`src/hdl/csu_pkg.sv`:
```
// Shared constants, register map and carrier types for the charger status logic
package csu_pkg;

  localparam int unsigned CLK_KHZ = 250000;
  localparam int unsigned DEGLITCH_MS = 8;
  localparam int unsigned DEGLITCH_CYC = DEGLITCH_MS * CLK_KHZ;
  localparam int unsigned ALERT_MIN_MS = 6;
  localparam int unsigned ALERT_MAX_MS = 10;
  localparam int unsigned ALERT_CYC = ((ALERT_MIN_MS + ALERT_MAX_MS) / 2) * CLK_KHZ;
  localparam int unsigned TMR_W = 21;

  localparam logic [7:0] IDX_CTRL = 8'h12;
  localparam logic [7:0] IDX_STAT = 8'h13;
  localparam logic [7:0] IDX_VCHG = 8'h15;
  localparam logic [31:0] ADDR_CTRL = {22'h000000, IDX_CTRL, 2'h0};
  localparam logic [31:0] ADDR_STAT = {22'h000000, IDX_STAT, 2'h0};
  localparam logic [31:0] ADDR_VCHG = {22'h000000, IDX_VCHG, 2'h0};

  localparam int unsigned CTRL_LEARN_BIT = 4;
  localparam int unsigned CTRL_DEP_LSB = 9;
  localparam int unsigned CTRL_DEP_W = 3;
  localparam int unsigned STAT_DEP_BIT = 11;
  localparam int unsigned STAT_VOR_BIT = 12;
  localparam int unsigned STAT_REV_BIT = 13;
  localparam int unsigned STAT_BAT_BIT = 14;
  localparam int unsigned STAT_AC_BIT = 15;

  localparam logic [15:0] CTRL_RST = 16'h0000;
  localparam logic [15:0] VCHG_RST = 16'h0000;

  localparam logic [15:0] VCHG_WAKE_MV = 16'h2328;
  localparam logic [15:0] VCHG_LO_MIN_MV = 16'h2EE0;
  localparam logic [15:0] VCHG_LO_MAX_MV = 16'h3840;
  localparam logic [15:0] VCHG_HI_MIN_MV = 16'h3E80;
  localparam logic [15:0] VCHG_HI_MAX_MV = 16'h4B00;
  localparam logic [15:0] VCHG_STEP_MASK = 16'h000F;
  localparam logic [15:0] DEP_BASE_MV = 16'h0AF0;
  localparam logic [15:0] DEP_STEP_MV = 16'h0064;
  localparam logic [15:0] CELLS_LO = 16'h0003;
  localparam logic [15:0] CELLS_HI = 16'h0004;

  localparam logic [1:0] RESP_OKAY = 2'h0;
  localparam logic [1:0] RESP_SLVERR = 2'h2;

  typedef struct packed {
    logic [31:0] awaddr;
    logic awvalid;
    logic [31:0] wdata;
    logic [3:0] wstrb;
    logic wvalid;
    logic bready;
    logic [31:0] araddr;
    logic arvalid;
    logic rready;
  } csu_axil_req_t;

  typedef struct packed {
    logic awready;
    logic wready;
    logic bvalid;
    logic [1:0] bresp;
    logic arready;
    logic rvalid;
    logic [31:0] rdata;
    logic [1:0] rresp;
  } csu_axil_rsp_t;

  // Comparator levels from the analog front end, all asynchronous
  typedef struct packed {
    logic battery_depleted;
    logic battery_above_adapter;
    logic input_margin_low;
    logic input_margin_high;
    logic battery_present;
    logic adapter_detected;
    logic adapter_wake;
    logic supply_ok;
  } csu_cmp_t;

  typedef struct packed {
    logic battery_switch_drive;
    logic adapter_switch_drive;
    logic bypass_switch_drive;
    logic charge_enable;
    logic five_volt_reference_output;
    logic gate_drive_regulator;
    logic alert;
  } csu_drv_t;

  typedef struct packed {
    logic [15:0] target;
    logic enable;
    logic out_of_range;
  } csu_vdec_t;

endpackage

```
`src/hdl/csu_deglitch.sv`:
```
// Qualifies a level once it has stayed high for a full deglitch window
`timescale 1ns/1ps
module csu_deglitch #(
  parameter int unsigned CYC = csu_pkg::DEGLITCH_CYC
) (
  input wire logic aclk,
  input wire logic aresetn,
  input wire logic level,
  output logic qual
);
  import csu_pkg::*;

  typedef struct packed {
    logic [TMR_W-1:0] cnt;
    logic qual;
  } csu_dgl_st_t;

  csu_dgl_st_t st_q;
  csu_dgl_st_t st_d;

  always_comb begin
    st_d = st_q;
    if (!level) begin
      // Drop is immediate, only the rise is filtered
      st_d.cnt = '0;
      st_d.qual = 1'b0;
    end else if (!st_q.qual) begin
      if (st_q.cnt == TMR_W'(CYC - 1)) begin
        st_d.qual = 1'b1;
      end else begin
        st_d.cnt = st_q.cnt + TMR_W'(1);
      end
    end
  end

  always_ff @(posedge aclk) begin
    if (!aresetn) begin
      st_q <= '0;
    end else begin
      st_q <= st_d;
    end
  end

  assign qual = st_q.qual;
endmodule

```
`src/hdl/csu_flags.sv`:
```
// Charger status upper flags, switch drives, charge gating and alert, behind an AXI4-Lite slave
// What this block does
// Status bit 11 high while battery is below the depleted threshold.
// Depleted threshold is control bits 9-11 per cell, times 3 or 4 cells.
// Depleted battery turns battery switch off; adapter switch on if learning with adapter.
// Status bit 12 high when the charge-voltage setting is outside the valid range.
// Accept 9 V, 12-14.4 V, 16-19.2 V; round settings down to a converter step.
// Setting above 19.2 V keeps charging on, regulating at 19.2 V.
// Below 12 V (not 9 V) or 14.4-16 V: disable charge, flag, alert host.
// The 9000 mV code regulates to 9 V for battery wake-up.
// Status bit 13 high while battery sense exceeds adapter sense.
// Bypass switch off at once under 150 mV margin; back on after 8 ms deglitch.
// Status bit 14 high while thermistor sense is below battery-detect threshold.
// Charging stops at once by itself when no battery is detected.
// Status bit 15 high while adapter detect is above 2.4 V.
// Charging and the 5 V reference stay off until the adapter is detected.
// Power-on and bus traffic start only with adapter wake and supply good.
// Alert rises 6 to 10 ms after any status bit toggles.
// Status bits are read-only; reads give current condition, writes are ignored.
//
// Local design decisions: the register offsets and register access over AXI4-Lite.
`timescale 1ns/1ps
module csu_flags #(
  parameter int unsigned DEGLITCH_CYC = csu_pkg::DEGLITCH_CYC,
  parameter int unsigned ALERT_CYC = csu_pkg::ALERT_CYC
) (
  input wire logic aclk,
  input wire logic aresetn,
  input csu_pkg::csu_axil_req_t s_axi_req,
  output csu_pkg::csu_axil_rsp_t s_axi_rsp,
  input csu_pkg::csu_cmp_t cmp_i,
  output csu_pkg::csu_drv_t drv_o,
  output logic [15:0] charge_target_mv,
  output logic [15:0] battery_depleted_threshold
);
  import csu_pkg::*;

  typedef enum logic [2:0] {
    AL_IDLE = 3'h1,
    AL_WAIT = 3'h2,
    AL_ON = 3'h4
  } csu_alert_st_t;

  typedef struct packed {
    csu_cmp_t s1;
    csu_cmp_t s2;
    logic [15:0] ctrl;
    logic [15:0] vchg;
    logic [15:0] status;
    logic aw_pend;
    logic w_pend;
    logic [31:0] awaddr;
    logic [31:0] wdata;
    logic [3:0] wstrb;
    csu_axil_rsp_t rsp;
    csu_alert_st_t al;
    logic [TMR_W-1:0] tmr;
    csu_drv_t drv;
    logic [15:0] target;
    logic [15:0] dep_thr;
  } csu_st_t;

  csu_st_t st_q;
  csu_st_t st_d;
  logic bypass_qual;

  // Rounding down keeps the battery from seeing more than was asked for
  function automatic csu_vdec_t vdecode(input logic [15:0] v);
    csu_vdec_t r;
    r.target = v & ~VCHG_STEP_MASK;
    r.enable = 1'b1;
    r.out_of_range = 1'b0;
    if (v == VCHG_WAKE_MV) begin
      r.target = VCHG_WAKE_MV;
    end else if (v >= VCHG_LO_MIN_MV && v <= VCHG_LO_MAX_MV) begin
      r.out_of_range = 1'b0;
    end else if (v >= VCHG_HI_MIN_MV && v <= VCHG_HI_MAX_MV) begin
      r.out_of_range = 1'b0;
    end else if (v > VCHG_HI_MAX_MV) begin
      r.target = VCHG_HI_MAX_MV;
      r.out_of_range = 1'b1;
    end else begin
      r.target = 16'h0000;
      r.enable = 1'b0;
      r.out_of_range = 1'b1;
    end
    return r;
  endfunction

  function automatic logic [15:0] wr16(input logic [15:0] old, input logic [31:0] d, input logic [3:0] be);
    logic [15:0] r;
    r = old;
    if (be[0]) begin
      r[7:0] = d[7:0];
    end
    if (be[1]) begin
      r[15:8] = d[15:8];
    end
    return r;
  endfunction

  function automatic logic [15:0] dep_calc(input logic [15:0] ctrl, input logic [15:0] target);
    logic [15:0] per_cell;
    per_cell = DEP_BASE_MV + 16'(ctrl[CTRL_DEP_LSB +: CTRL_DEP_W] * DEP_STEP_MV);
    return 16'(per_cell * ((target >= VCHG_HI_MIN_MV) ? CELLS_HI : CELLS_LO));
  endfunction

  csu_deglitch #(
    .CYC(DEGLITCH_CYC)
  ) u_bypass_dgl (
    .aclk(aclk),
    .aresetn(aresetn),
    .level(st_q.s2.input_margin_high),
    .qual(bypass_qual)
  );

  always_comb begin
    csu_vdec_t vd;
    logic por;
    logic [15:0] flags;
    logic toggle;
    logic stat_rd;
    logic adet;
    logic dep;
    logic learn;
    vd = vdecode(st_q.vchg);
    por = st_q.s2.adapter_wake & st_q.s2.supply_ok;
    flags = 16'h0000;
    toggle = 1'b0;
    stat_rd = 1'b0;
    adet = st_q.s2.adapter_detected;
    dep = st_q.s2.battery_depleted;
    learn = st_q.ctrl[CTRL_LEARN_BIT];
    st_d = st_q;
    st_d.s1 = cmp_i;
    st_d.s2 = st_q.s1;

    flags[STAT_DEP_BIT] = dep;
    flags[STAT_VOR_BIT] = vd.out_of_range;
    flags[STAT_REV_BIT] = st_q.s2.battery_above_adapter;
    flags[STAT_BAT_BIT] = st_q.s2.battery_present;
    flags[STAT_AC_BIT] = adet;
    st_d.status = flags;
    toggle = (flags != st_q.status);

    if (st_q.rsp.bvalid && s_axi_req.bready) begin
      st_d.rsp.bvalid = 1'b0;
    end
    if (s_axi_req.awvalid && st_q.rsp.awready) begin
      st_d.aw_pend = 1'b1;
      st_d.awaddr = s_axi_req.awaddr;
    end
    if (s_axi_req.wvalid && st_q.rsp.wready) begin
      st_d.w_pend = 1'b1;
      st_d.wdata = s_axi_req.wdata;
      st_d.wstrb = s_axi_req.wstrb;
    end
    if (st_d.aw_pend && st_d.w_pend) begin
      st_d.aw_pend = 1'b0;
      st_d.w_pend = 1'b0;
      st_d.rsp.bvalid = 1'b1;
      st_d.rsp.bresp = RESP_OKAY;
      if (!por) begin
        st_d.rsp.bresp = RESP_SLVERR;
      end else if (st_d.awaddr == ADDR_CTRL) begin
        st_d.ctrl = wr16(st_q.ctrl, st_d.wdata, st_d.wstrb);
      end else if (st_d.awaddr == ADDR_VCHG) begin
        st_d.vchg = wr16(st_q.vchg, st_d.wdata, st_d.wstrb);
      end else if (st_d.awaddr != ADDR_STAT) begin
        st_d.rsp.bresp = RESP_SLVERR;
      end
    end
    st_d.rsp.awready = !st_d.aw_pend && !st_d.rsp.bvalid;
    st_d.rsp.wready = !st_d.w_pend && !st_d.rsp.bvalid;

    if (st_q.rsp.rvalid && s_axi_req.rready) begin
      st_d.rsp.rvalid = 1'b0;
    end
    if (s_axi_req.arvalid && st_q.rsp.arready) begin
      st_d.rsp.rvalid = 1'b1;
      st_d.rsp.rresp = RESP_OKAY;
      st_d.rsp.rdata = 32'h00000000;
      if (!por) begin
        st_d.rsp.rresp = RESP_SLVERR;
      end else if (s_axi_req.araddr == ADDR_CTRL) begin
        st_d.rsp.rdata = {16'h0000, st_q.ctrl};
      end else if (s_axi_req.araddr == ADDR_STAT) begin
        st_d.rsp.rdata = {16'h0000, st_q.status};
        stat_rd = 1'b1;
      end else if (s_axi_req.araddr == ADDR_VCHG) begin
        st_d.rsp.rdata = {16'h0000, st_q.vchg};
      end else begin
        st_d.rsp.rresp = RESP_SLVERR;
      end
    end
    st_d.rsp.arready = !st_d.rsp.rvalid;

    // Settings are held in reset until the supplies are up
    if (!por) begin
      st_d.ctrl = CTRL_RST;
      st_d.vchg = VCHG_RST;
    end

    // A toggle in the same cycle as the clearing read restarts the delay, so it is not lost
    unique case (st_q.al)
      AL_IDLE: begin
        if (toggle) begin
          st_d.al = AL_WAIT;
          st_d.tmr = '0;
        end
      end
      AL_WAIT: begin
        if (st_q.tmr == TMR_W'(ALERT_CYC - 1)) begin
          st_d.al = AL_ON;
          st_d.drv.alert = 1'b1;
        end else begin
          st_d.tmr = st_q.tmr + TMR_W'(1);
        end
      end
      AL_ON: begin
        if (stat_rd) begin
          st_d.drv.alert = 1'b0;
          st_d.tmr = '0;
          st_d.al = toggle ? AL_WAIT : AL_IDLE;
        end
      end
      default: begin
        st_d.al = AL_IDLE;
        st_d.drv.alert = 1'b0;
        st_d.tmr = '0;
      end
    endcase

    st_d.drv.battery_switch_drive = !dep;
    st_d.drv.adapter_switch_drive = adet && (!learn || dep);
    st_d.drv.bypass_switch_drive = adet && !st_q.s2.input_margin_low &&
                                   (st_q.drv.bypass_switch_drive || bypass_qual);
    st_d.drv.charge_enable = por && adet && st_q.s2.battery_present && vd.enable;
    st_d.drv.five_volt_reference_output = adet;
    st_d.drv.gate_drive_regulator = por;
    st_d.target = vd.target;
    st_d.dep_thr = dep_calc(st_q.ctrl, vd.target);
  end

  always_ff @(posedge aclk) begin
    if (!aresetn) begin
      st_q <= '0;
      st_q.rsp.awready <= 1'b1;
      st_q.rsp.wready <= 1'b1;
      st_q.rsp.arready <= 1'b1;
      st_q.al <= AL_IDLE;
    end else begin
      st_q <= st_d;
    end
  end

  assign s_axi_rsp = st_q.rsp;
  assign drv_o = st_q.drv;
  assign charge_target_mv = st_q.target;
  assign battery_depleted_threshold = st_q.dep_thr;

  logic past_valid_q;
  always_ff @(posedge aclk) begin
    if (!aresetn) begin
      past_valid_q <= 1'b0;
    end else begin
      past_valid_q <= 1'b1;
    end
  end
endmodule

```
`config.mk`:
```
export PLATFORM = sky130hd
export DESIGN_NAME = csu_flags
export DESIGN_NICKNAME = d
export VERILOG_FILES = /design/src/hdl/csu_pkg.sv /design/src/hdl/csu_deglitch.sv /design/src/hdl/csu_flags.sv
export SDC_FILE = /design/constraint.sdc
export NUM_CORES = 1
export LEC_CHECK = 0
export BUFFER_PORTS_ARGS = -buffer_cell sky130_fd_sc_hd__buf_2
export CORE_AREA = 2 2 144 146
export DETAILED_ROUTE_END_ITERATION = 8
export DIE_AREA = 0 0 146 148
export PLACE_DENSITY = 0.75
export SLEW_MARGIN = 0
export SYNTH_ARGS = -nofsm -noshare
export SYNTH_HDL_FRONTEND = slang
export SYNTH_SLANG_ARGS = --single-unit
```
`constraint.sdc`:
```
create_clock -name aclk -period 3.3 [get_ports aclk]
set_input_delay 0.33 -clock aclk [delete_from_list [all_inputs] [get_ports aclk]]
set_output_delay 0.33 -clock aclk [all_outputs]
set_load 0.05 [all_outputs]
```
* Yosys cells after proc, flatten, opt, wreduce, memory -nomap -nowiden *
Cells that the tools add are included.

cells by class
  bitwise operators = 5
  order comparisons = 6
  reduce and logical (&&, ||, !) cells = 35
  equality and inequality tests = 17
  add/subtract/negate cells = 3
  multiplexer cells = 45
  $mul = 2

operators by type and width
  cell                                                                 count
  equality test 32 x 7 -> 1 bit, second input constant                 5
  case mux 24 bit (3 select lines)                                     1
  2-to-1 mux 16 bit                                                    4
  2-to-1 mux 32 bit                                                    2
  greater-or-equal comparator 16 x 14 -> 1 bit, second input constant  3
  2-to-1 mux 24 bit                                                    2
  adder 21 x 1 -> 21 bit, second input constant                        2
  equality test 21 bit, second input constant                          2
  2-to-1 mux 35 bit                                                    1
  2-to-1 mux 17 bit                                                    2
  != test 32 x 7 -> 1 bit, second input constant                       1
  2-to-1 mux 2 bit                                                     11
  2-to-1 mux 21 bit                                                    1
  2-to-1 mux 20 bit                                                    1
  equality test 16 x 14 -> 1 bit, second input constant                1
  > comparator 16 x 15 -> 1 bit, second input constant                 1
  <= comparator 16 x 14 -> 1 bit, second input constant                1
  <= comparator 16 x 15 -> 1 bit, second input constant                1
  logical AND 1 bit                                                    16
  multiplier 13 x 3 -> 16 bit                                          1
  != test 16 bit                                                       1
  2-to-1 mux 1 bit                                                     15
  2-to-1 mux 15 bit                                                    1
  AND reduction 3 bit                                                  5
  14 further kinds                                                     32

storage, ports and cells
  flip-flop bits (word level) = 244
  bits of input ports = 115

* Depth between registers and ports, before layout *
Gate-level depths: netlist of run 1.

  depth in word-level cells = 10
  depth in mapped cells = 17
  mapped depth without buffers = 17

* Modules after synthesis *
Synthesis of run 1 repeated with hierarchy kept, for this count alone.

unflattened totals
  cell total of the unflattened synthesis = 1,132
  area, all modules = 9,964.6 µm²

by module, submodules not included
  module        cells each  area each (µm²)  instances
  csu_flags     999         8,841.0          1
  csu_deglitch  133         1,123.6          1

* Worst setup path after synthesis of run 1 *
Ideal clock, no wire load.

  path type = flip-flop to flip-flop
  start = register st_q[203] (netlist name)
  end = register st_q (netlist bit battery_depleted_threshold[13])
  clock period less this slack = 3,482 ps
  required time = 3,185 ps
  arrival time = 3,367 ps
  setup time = 115 ps
  setup slack = -182 ps
  cell stages (with the launch flop) = 15
  path buffers = 2
  cells stage by stage = dfxtp_1 > buf_2 > nand3_1 > o31ai_2 > clkbuf_1 > nor2_1 > ha_1 > ha_1 > a21o_1 > a21oi_1 > o21bai_1 > a2111o_1 > a41oi_1 > xnor2_1 > and2_1

between the ends
  longest elaborated chain between the ends = 8

RTL lines
  element                                                      RTL line                          source
  start: declaration                                           csu_flags.sv:63                   csu_st_t st_q;
  start signal: assignment                                     csu_flags.sv:253                  st_q <= st_d;
  > comparator 16 x 15 -> 1 bit, or another cell as far along  csu_flags.sv:79                   end else if (v > VCHG_HI_MAX_MV) begin
  2-to-1 mux 15 bit or logical AND 1 bit (tied branches)       csu_flags.sv:79, csu_flags.sv:77
  2-to-1 mux 17 bit                                            csu_flags.sv:77                   end else if (v >= VCHG_HI_MIN_MV && v <= VCHG_HI_MAX_MV) begin
  2-to-1 mux 17 bit                                            csu_flags.sv:75                   end else if (v >= VCHG_LO_MIN_MV && v <= VCHG_LO_MAX_MV) begin
  2-to-1 mux 16 bit (*)                                        csu_flags.sv:73                   if (v == VCHG_WAKE_MV) begin
  greater-or-equal comparator 16 x 14 -> 1 bit (*)             csu_flags.sv:105                  return 16'(per_cell * ((target >= VCHG_HI_MIN_MV) ? CELLS_HI : CELLS_LO));
  2-to-1 mux 3 bit (*)                                         csu_flags.sv:105
  multiplier 13 x 3 -> 16 bit (*)                              csu_flags.sv:105

Every way passes the cells marked *; elsewhere a longest branch is shown, timed or not.
A chain may end at the register's enable or synchronous reset.

* Worst setup path in the final report of run 1 *
  start = register st_q[216] (netlist name)
  end = register st_q (netlist bit battery_depleted_threshold[11])

between the ends
  longest elaborated chain between the ends = 3

RTL lines
  element                      RTL line          source
  multiplier 3 x 5 -> 8 bit    csu_flags.sv:104  per_cell = DEP_BASE_MV + 16'(ctrl[CTRL_DEP_LSB +: CTRL_DEP_W] * DEP_STEP_MV);
  adder 12 x 10 -> 13 bit      csu_flags.sv:104
  multiplier 13 x 3 -> 16 bit  csu_flags.sv:105

No other way between the ends.

==> results of run 1 <==
==> logic make-up (layout without fill, tap and decap cells) <==
group           Yosys count  count (layout)  synth area share
xor+xnor                 31              31            0.0275
mux                      60              60            0.0640
fa+ha+maj                29              29            0.0383
compound gates          172             172             0.116
buf+inv                 165             266            0.0956
simple gates            459             459             0.240
other cells               1              25          0.000380
flops                   206             206             0.418
==> per-layer routing <==
metal,wire (µm),part of all wire,vias up
li1,-,-,3969
met1,10400,0.45,3708
met2,10900,0.47,208
met3,1100,0.048,40
met4,614,0.027,0
met5,0,0,-
==> flip-flops by register name, indices dropped and copies added (netlist names) <==
signal / flops
st_d: 12
u_bypass_dgl.st_q: 21
charge_target_mv: 13
battery_depleted_threshold: 13
st_q: 117
u_bypass_dgl.qual: 1
s_axi_rsp: 23
drv_o: 6
==> timing repair <==
item                                   4_1_cts  5_1_grt
endpoints found under the hold margin        2        0
setup endpoints to repair                    3        5
hold buffers                                 2        0
setup buffers                                1        7
gates resized for setup                      2       29
pin swaps                                    1       15
==> layout by cell type, fill, tap and decap left out, types with 4 or more instances in the layout <==
cell | Yosys | layout
or4_4 | 7 | 7
mux2i_1 | 39 | 39
clkbuf_16 | 0 | 24
nand2_1 | 135 | 135
nor3_1 | 16 | 15
o21ai_0 | 40 | 39
buf_2 | 6 | 152
mux2_2 | 20 | 20
clkinv_2 | 0 | 5
inv_2 | 1 | 5
ha_4 | 0 | 6
a21oi_1 | 35 | 30
nor2_1 | 98 | 95
buf_4 | 80 | 37
a31oi_1 | 4 | 4
and2_1 | 70 | 70
nand4_1 | 16 | 16
or3_1 | 19 | 19
nor4_1 | 23 | 23
nor2b_1 | 11 | 11
inv_1 | 28 | 24
a22oi_1 | 17 | 17
o31ai_1 | 10 | 10
and3_1 | 13 | 13
ha_1 | 27 | 21
xnor2_1 | 13 | 12
a21oi_2 | 8 | 13
clkbuf_1 | 45 | 6
xor2_1 | 18 | 18
nand3_1 | 21 | 21
a21o_1 | 6 | 6
dfxtp_1 | 206 | 204
a21boi_0 | 32 | 31
conb_1 | 1 | 25
==> layout make-up <==
type	instances	area [µm²]
clock buffers	33	664
fillers	1848	8540
well taps	270	338
clock inverters	10	140
repair buffers	194	1090
inverters	29	109
multi-input cells	776	5030
flip-flops and latches	206	4130
==> critical path, stage by stage, from the launching register on <==
cell and delay [ps]:
dfxtp_2 330, inv_2 60, ha_4 260, inv_2 40, ha_4 150, ha_4 250, inv_2 40, a21oi_2 110
xor2_1 210, nand2_1 120, fa_1 560, inv_2 50, ha_4 160, a2111o_1 390, buf_6 130, a21oi_1 100
and3b_1 190
==> worst paths after layout <==
check | from | to | cells after the start
max reg2reg | st_q[216] | battery_depleted_threshold[11] | 16
min | cmp_i[2] | st_d[224] | 2
max | st_q[216] | battery_depleted_threshold[11] | 16
min reg2reg | st_q[227] | drv_o[4] | 1
==> synthesized netlist by cell type, types with 3 or more instances <==
cell type	count	area share
mux2i_1	39	0.040
buf_2	6	0.0030
o31ai_1	10	0.0076
nor4_1	23	0.015
a31oi_1	4	0.0025
nor4b_1	3	0.0027
nand2_1	135	0.051
or3_1	19	0.012
buf_1	3	0.0011
a22oi_1	17	0.013
xor2_1	18	0.016
nand3_1	21	0.011
nor4_2	3	0.0038
a21boi_0	32	0.024
nand2b_1	3	0.0019
nor2_1	98	0.037
and3_1	13	0.0083
a21o_1	6	0.0046
mux2_2	20	0.023
a21oi_2	8	0.0071
or4_4	7	0.0080
xnor2_1	13	0.012
a21oi_1	35	0.018
or4_1	3	0.0023
ha_1	27	0.034
dfxtp_1	206	0.42
clkbuf_1	45	0.017
and2_1	70	0.044
inv_1	28	0.011
nor3_1	16	0.0081
o21a_1	3	0.0023
nand3b_1	3	0.0023
nand4_1	16	0.010
buf_4	80	0.061
o21ai_0	40	0.020
nor2b_1	11	0.0070
o21bai_1	3	0.0023
==> power groups by stage <==
stage | sequential (mW) | combinational (mW) | clock [mW]
3_5_place_dp | 2.67 | 0.531 | 0
4_1_cts | 2.61 | 0.535 | 2.73
3_3_place_gp | 2.66 | 0.523 | 0
5_1_grt | 2.62 | 0.581 | 2.84
6_report | 2.61 | 0.532 | 2.68
2_1_floorplan | 2.66 | 0.423 | 0
==> stage by stage <==
| stage | setup slack, ps | utilization | setup TNS (ps) |
|---|---|---|---|
| 6_report | 36.5 | 0.574 | 0 |
| 5_1_grt | -112 | 0.574 | -289 |
| 4_1_cts | 9.93 | 0.564 | 0 |
| 3_5_place_dp | -67.2 | 0.522 | -120 |
| 3_3_place_gp | 12.6 | 0.522 | 0 |
| 2_1_floorplan | 47.7 | - | 0 |
==> qor.csv, run 1 <==
metric;value;unit
clockBufferDepth;3;
pwr-share-seq;0.448;
peakVddDrop;0.423;mV
end_kind;register;
arrival;3670;ps
grt-busiest-layer;met2;
criticalPathCategory;register to register;
r2r_slack;40;ps
final_area;0.0115;mm²
grt_use_total;0.201;
maxSlewViolCount;0;
grt_overflow;0;
slew_headroom;0.497;
nNetsFinal;1375;
htreeDepth;1;
portBuffers;152;
status;complete, no violations;
grt_pass1_vias;7402;
leakage;4.91;nW
clock-sinks;206;
power_density;507;mW/mm²
path_clk_slew;60;ps
hpwl;16.1;mm
rows;52;
synth_warnings;0;
grt_util_met3;0.0330;
grt_pass1_wl;36.0;mm
grt_max_degree;62;
die_h;148;µm
via_per_inst;5.22;
setup_viol;0;
finalPower;5.82;mW
core;0.0200;mm²
drive_above_1_share;0.244;
antenna_found_initial;0;
max_slew.worst_pin.slew;755;ps
syn_area;0.00986;mm²
yosysSeqAreaShare;0.418;
crit_fanout;3;
startpoint_type;register;
die-area;0.0216;mm²
wl_per_cell;15.1;µm
required;3710;ps
ys_types;64;
root_buffer;clkbuf_16;
use_met1;0.266;
fmaxAchievable;306;MHz
ios;195;
switchingPower;1.42;mW
synth_edf_count;0;
cts_tree;yes;
dp_cells;1465;
drt_iter0_drc;441;
syn_to_final_growth;16.6;%
period_minus_slack;3260;ps
power_switching_share;0.244;
fin_skew;21.7;ps
comb_power_share;0.091;
p_int;4.40;mW
gr-usage-met2;0.342;
fin_cells;1518;
firstDrtPassIters;5;
async_flop_share;0;
hold_class;input port to register;
wirelength;23.0;mm
hold_viol;0;
synth_seq_cells;206;
synth-main-ff-cell;dfxtp_1;
gp_congestion;0.839;
ant_nets;0;
drc;0;
vias;7925;
cts_buffers;24;
avgSynthCellArea;8.78;µm²
cap_violations;0;
antennaDiodeCount;0;
die_w;146;µm
syn-instance-count;1123;
fin_crit_sh;0.989;
whs;25.5;ps
dpl_cell_area;0.0105;mm²
initial_core_util;0.492;
clkPwrFrac;0.460;
insertion_delay;520;ps
rsz0062_at_grt;yes;
No activity file was read; power rests on OpenSTA's default activity.
==> run 2: changes to the inputs <==
- CORE_AREA: 2 2 144 146 -> 2 2 110 191
- DIE_AREA: 0 0 146 148 -> 0 0 112 193
==> qor.csv, run 2 (synthesis gave the netlist of run 1 again) <==
metric;value;unit;change
cap_violations;0;;unchanged
via_per_inst;5.35;;was 5.22
final_area;0.0113;mm²;was 0.0115 mm²
syn_to_final_growth;14.7;%;was 16.6%
slew_headroom;0.439;;was 0.497
hpwl;16.8;mm;was 16.1 mm
insertion_delay;490;ps;was 520 ps
core;0.0202;mm²;was 0.0200 mm²
cpMostUsedCell;ha_4;;
largest_reg_flops;117;;unchanged
wirelength;22.8;mm;was 23.0 mm
ios;195;;unchanged
clockBufferDepth;3;;unchanged
nNetsFinal;1368;;was 1375
required;3680;ps;was 3710 ps
peakVddDrop;0.493;mV;was 0.423 mV
path_delay_family;adder cells;;unchanged
power_density;485;mW/mm²;was 507 mW/mm²
arrival;3690;ps;was 3670 ps
dp_slack;-40.8;ps;was -67.2 ps
crit_fanout;3;;unchanged
cts_buffers;20;;was 24
grt_pass1_vias;7701;;was 7402
fmaxAchievable;303;MHz;was 306 MHz
nFillCells;1854;;was 1848
firstDrtPassIters;5;;unchanged
mostFrequentLayoutCells;205 x dfxtp_1, 152 x buf_2, 135 x nand2_1;;was 204 x dfxtp_1, 152 x buf_2, 135 x nand2_1
initial_core_util;0.488;;was 0.492
cp_slowest_cell;fa_1;;unchanged
drt_iter0_drc;260;;was 441
root_buffer;clkbuf_16;;unchanged
die_h;193;µm;was 148 µm
fin_ws;-2.87;ps;was 36.5 ps
ant_nets;0;;unchanged
criticalPathCategory;register to register;;unchanged
cts_tree;yes;;unchanged
final_common_cell;dfxtp_1;;unchanged
drive_above_1_share;0.242;;was 0.244
antenna_found_initial;1;;was 0
finalPower;5.48;mW;was 5.82 mW
setup_viol;2;;was 0
wl_per_cell;15.4;µm;was 15.1 µm
grt_use_total;0.202;;was 0.201
violations;setup timing;;
dpl_cell_area;0.0104;mm²;was 0.0105 mm²
htreeDepth;1;;unchanged
status;finished with violations;;was complete, no violations
max_slew.worst_pin.slew;839;ps;was 755 ps
fin_skew;15.0;ps;was 21.7 ps
max_stage_delay;550;ps;was 560 ps
cts_hold_buf;0;;was 2
top_register;st_q;;unchanged
drc;0;;unchanged
crit_chain;inv_2, ha_4, inv_2, ha_4, ha_4, inv_4, a21oi_2, xor2_1, nand2_1, fa_1, inv_1, ha_2, a2111o_1, buf_6, a21oi_2, and3b_1;;was inv_2, ha_4, inv_2, ha_4, ha_4, inv_2, a21oi_2, xor2_1, nand2_1, fa_1, inv_2, ha_4, a2111o_1, buf_6, a21oi_1, and3b_1
grt_overflow;0;;unchanged
path_clk_slew;70;ps;was 60 ps
startpoint_type;register;;unchanged
maxSlewViolCount;0;;unchanged
fin_crit_sh;1.00;;was 0.989
die-area;0.0216;mm²;about the same
hold_viol;0;;unchanged
hold_class;input port to register;;unchanged
grt_max_degree;47;;was 62
vias;7949;;was 7925
rsz0062_at_grt;yes;;unchanged
end_kind;register;;unchanged
portBuffers;152;;unchanged
critical_path_buf_inv_count;5;;unchanged
antennaDiodeCount;0;;unchanged
die_w;112;µm;was 146 µm
leakage;4.84;nW;was 4.91 nW
clock-sinks;206;;unchanged
rows;69;;was 52
grt_pass1_wl;36.1;mm;was 36.0 mm
period_minus_slack;3300;ps;was 3260 ps
gp_congestion;0.804;;was 0.839
## run 2: cell types whose count changed in the layout (fill, tap and decap cells not counted), sizes merged
| cell | before | now |
|---|---|---|
| clkbuf | 33 | 28 |
| bufinv | 3 | 1 |
| buf | 192 | 191 |
| dlygate4sd3 | 2 | 0 |
## run 2: cell type report
cell class                 count  area, µm²  share of cell area
clock buffer                  28        612              0.0541
clock inverter                 8       76.3             0.00675
inverter                      29        111             0.00985
multi-input combinational    776       5000               0.443
sequential                   206       4130               0.365
tap                          248        310              0.0275
timing repair buffer         191       1060              0.0939
## run 2: worst reg2reg max path: stages, from the launching register on
cell,delay [ps]
dfxtp_2,330
inv_2,50
ha_4,250
inv_2,40
ha_4,150
ha_4,260
inv_4,40
a21oi_2,110
xor2_1,220
nand2_1,130
fa_1,550
inv_1,50
ha_2,190
a2111o_1,400
buf_6,140
a21oi_2,110
and3b_1,170
## run 2: per-layer routing
metal | wire [µm] | global-route usage | vias to the layer above
li1 | - | - | 3931
met1 | 8460 | 0.209 | 3787
met2 | 12500 | 0.396 | 185
met3 | 1050 | 0.0338 | 46
met4 | 831 | 0.0886 | 0
met5 | 0 | 0 | -
## run 2: path summary, 6_finish.rpt
| check | to | slack [ps] | cells past startpoint | from |
|---|---|---|---|---|
| hold reg to reg | drv_o[4] | 400 | 1 | st_q[227] |
| hold / removal | st_d[228] | 50 | 2 | cmp_i[6] |
| setup reg to reg | battery_depleted_threshold[11] | -3 | 16 | st_q[216] |
| setup / recovery | battery_depleted_threshold[11] | -3 | 16 | st_q[216] |
## run 2: stage by stage
| step | instances | utilization | hold slack [ps] | TNS, ps |
|---|---|---|---|---|
| 2_1_floorplan | 1147 | - | 376 | 0 |
| 3_3_place_gp | 1444 | 0.517 | 380 | 0 |
| 3_5_place_dp | 1444 | 0.517 | 386 | -40.8 |
| 4_1_cts | 1480 | 0.552 | 36.0 | 0 |
| 5_1_grt | 1486 | 0.559 | 42.4 | -343 |
| 6_report | 1486 | 0.559 | 45.5 | -4.30 |
## run 2: power by group
| part | internal (mW) | leakage (nW) | switching [mW] | total (mW) |
|---|---|---|---|---|
| combinational | 0.184 | 2.82 | 0.347 | 0.531 |
| sequential | 2.57 | 1.68 | 0.0398 | 2.61 |
| clock | 1.38 | 0.346 | 0.957 | 2.34 |
| total | 4.14 | 4.84 | 1.34 | 5.48 |
## run 2: what timing repair did
| action | 4_1_cts | 5_1_grt |
|---|---|---|
| resized for setup | 3 | 25 |
| pin swaps | 1 | 13 |
| setup buffers | 0 | 6 |
| setup endpoints to repair | 3 | 5 |
==> run 3: changes to the inputs <==
- CELL_PAD_IN_SITES_DETAIL_PLACEMENT: default -> 1
- CELL_PAD_IN_SITES_GLOBAL_PLACEMENT: default -> 1
- CORE_AREA: 2 2 110 191 -> 2 2 127 221
- DIE_AREA: 0 0 112 193 -> 0 0 129 223
- HOLD_SLACK_MARGIN: default -> 0.08
- PLACE_DENSITY: 0.75 -> default
- PLACE_DENSITY_LB_ADDON: default -> 0.1
==> qor.csv, run 3 (synthesis gave the netlist of run 1 again) <==
metric;value;unit;change
path_clk_slew;60;ps;was 70 ps
max_stage_delay;560;ps;was 550 ps
arrival;3610;ps;was 3690 ps
hpwl;20.0;mm;was 16.8 mm
syn_to_final_growth;22.5;%;was 14.7%
slew_headroom;0.470;;was 0.439
criticalPathCategory;register to register;;unchanged
nNetsFinal;1424;;was 1368
seqCellArea;0.00413;mm²;about the same
cts_tree;yes;;unchanged
htreeDepth;1;;unchanged
grt_overflow;0;;unchanged
ant_nets;0;;unchanged
portBuffers;152;;unchanged
mostFrequentLayoutCells;203 x dfxtp_1, 152 x buf_2, 134 x nand2_1;;was 205 x dfxtp_1, 152 x buf_2, 135 x nand2_1
max_slew.worst_pin.slew;793;ps;was 839 ps
vias;8136;;was 7949
drive_above_1_share;0.252;;was 0.242
period_minus_slack;3200;ps;was 3300 ps
dp_cells;1582;;was 1444
clock-sinks;206;;unchanged
hold_viol;0;;unchanged
nFillCells;3212;;was 1854
rows;80;;was 69
crit_fanout;3;;unchanged
grt_pass1_wl;42.5;mm;was 36.1 mm
setup_viol;0;;was 2
gp_congestion;0.795;;was 0.804
hold_class;input port to register;;unchanged
largest_reg_flops;117;;unchanged
firstDrtPassIters;4;;was 5
drc;0;;unchanged
fmaxAchievable;313;MHz;was 303 MHz
fin_skew;15.0;ps;about the same
cp_slowest_cell;fa_1;;unchanged
multi_input_area;0.00505;mm²;was 0.00500 mm²
insertion_delay;520;ps;was 490 ps
drt_iter0_drc;238;;was 260
root_buffer;clkbuf_16;;unchanged
ios;195;;unchanged
top_register;st_q;;unchanged
end_kind;register;;unchanged
die_w;129;µm;was 112 µm
grt_pass1_vias;8457;;was 7701
fin_cells;1667;;was 1486
antenna_found_initial;0;;was 1
leakage;5.13;nW;was 4.84 nW
grt_use_total;0.184;;was 0.202
rsz0062_at_grt;yes;;unchanged
crit_chain;inv_2, ha_4, inv_2, ha_4, ha_4, inv_4, a21oi_4, xor2_2, nand2_2, fa_1, inv_2, ha_4, a2111o_1, a41oi_2, xnor2_1, and2_1;;was inv_2, ha_4, inv_2, ha_4, ha_4, inv_4, a21oi_2, xor2_1, nand2_1, fa_1, inv_1, ha_2, a2111o_1, buf_6, a21oi_2, and3b_1
final_area;0.0121;mm²;was 0.0113 mm²
die_h;223;µm;was 193 µm
clockBufferDepth;3;;unchanged
cpMostUsedCell;ha_4;;unchanged
cts_buffers;22;;was 20
initial_core_util;0.363;;was 0.488
fin_tns_setup;0;ps;was -4.30 ps
startpoint_type;register;;unchanged
maxSlewViolCount;0;;unchanged
whs;91.7;ps;was 45.5 ps
die-area;0.0288;mm²;was 0.0216 mm²
required;3710;ps;was 3680 ps
dpl_cell_area;0.0107;mm²;was 0.0104 mm²
power_density;479;mW/mm²;was 485 mW/mm²
fin_crit_sh;0.969;;was 1.00
final_common_cell;dfxtp_1;;unchanged
wirelength;26.7;mm;was 22.8 mm
wl_per_cell;16.0;µm;was 15.4 µm
core;0.0271;mm²;was 0.0202 mm²
grt_max_degree;64;;was 47
cap_violations;0;;unchanged
status;complete, no violations;;was finished with violations
peakVddDrop;0.299;mV;was 0.493 mV
finalPower;5.78;mW;was 5.48 mW
via_per_inst;4.88;;was 5.35
run 3: through the flow:
| step | utilization | setup slack [ps] |
|---|---|---|
| after floorplan | - | 47.7 |
| after global placement | 0.395 | 4.37 |
| after detailed placement | 0.395 | -52.4 |
| after CTS | 0.438 | 4.77 |
| after global routing | 0.445 | -61.7 |
| final | 0.445 | 101 |
run 3: area by class of cell:
cell class,instances,area share
Multi-Input combinational cell,776,0.419
Sequential cell,206,0.342
Timing Repair Buffer,245,0.128
Clock buffer,34,0.0561
Tap cell,369,0.0382
Inverter,29,0.00922
Clock inverter,6,0.00694
Antenna cell,2,0.000415
run 3: worst paths after layout:
kind	cells past startpoint	endpoint	slack [ps]	from
worst min-delay path	3	st_q[160]	90	s_axi_req[93]
worst max register to register	16	battery_depleted_threshold[13]	100	st_q[216]
worst min register to register	1	drv_o[4]	400	st_q[227]
worst max-delay path	16	battery_depleted_threshold[13]	100	st_q[216]
run 3: timing repair:
item | in CTS | in global routing
hold buffers | 35 | 0
endpoints found under the hold margin | 35 | 0
resized for setup | 4 | 33
buffers inserted | 1 | 7
pin swaps | 0 | 15
endpoints found under the setup margin | 4 | 5
run 3: report_power, final:
group	internal (mW)	switching [mW]
Combinational	0.212	0.361
Sequential	2.57	0.0380
Clock	1.57	1.03
run 3: routing by layer:
layer  global-route usage  up-vias  part of all wire
met5                    0        -                 0
met1                0.186     3903              0.36
li1                     -     4053                 -
met2                0.371      148              0.57
met3               0.0283       32             0.042
met4               0.0603        0             0.023
run 3: worst max-delay path, delay by kind of cell, from the launching register on:
kind | cells | cell delay [ps]
AND/OR/NAND/NOR | 2 | 240
adder cells (fa/ha/maj) | 5 | 1400
XOR/XNOR | 2 | 280
flip-flops | 1 | 330
AO/OA/AOI/OAI | 3 | 670
buffers and inverters | 4 | 180
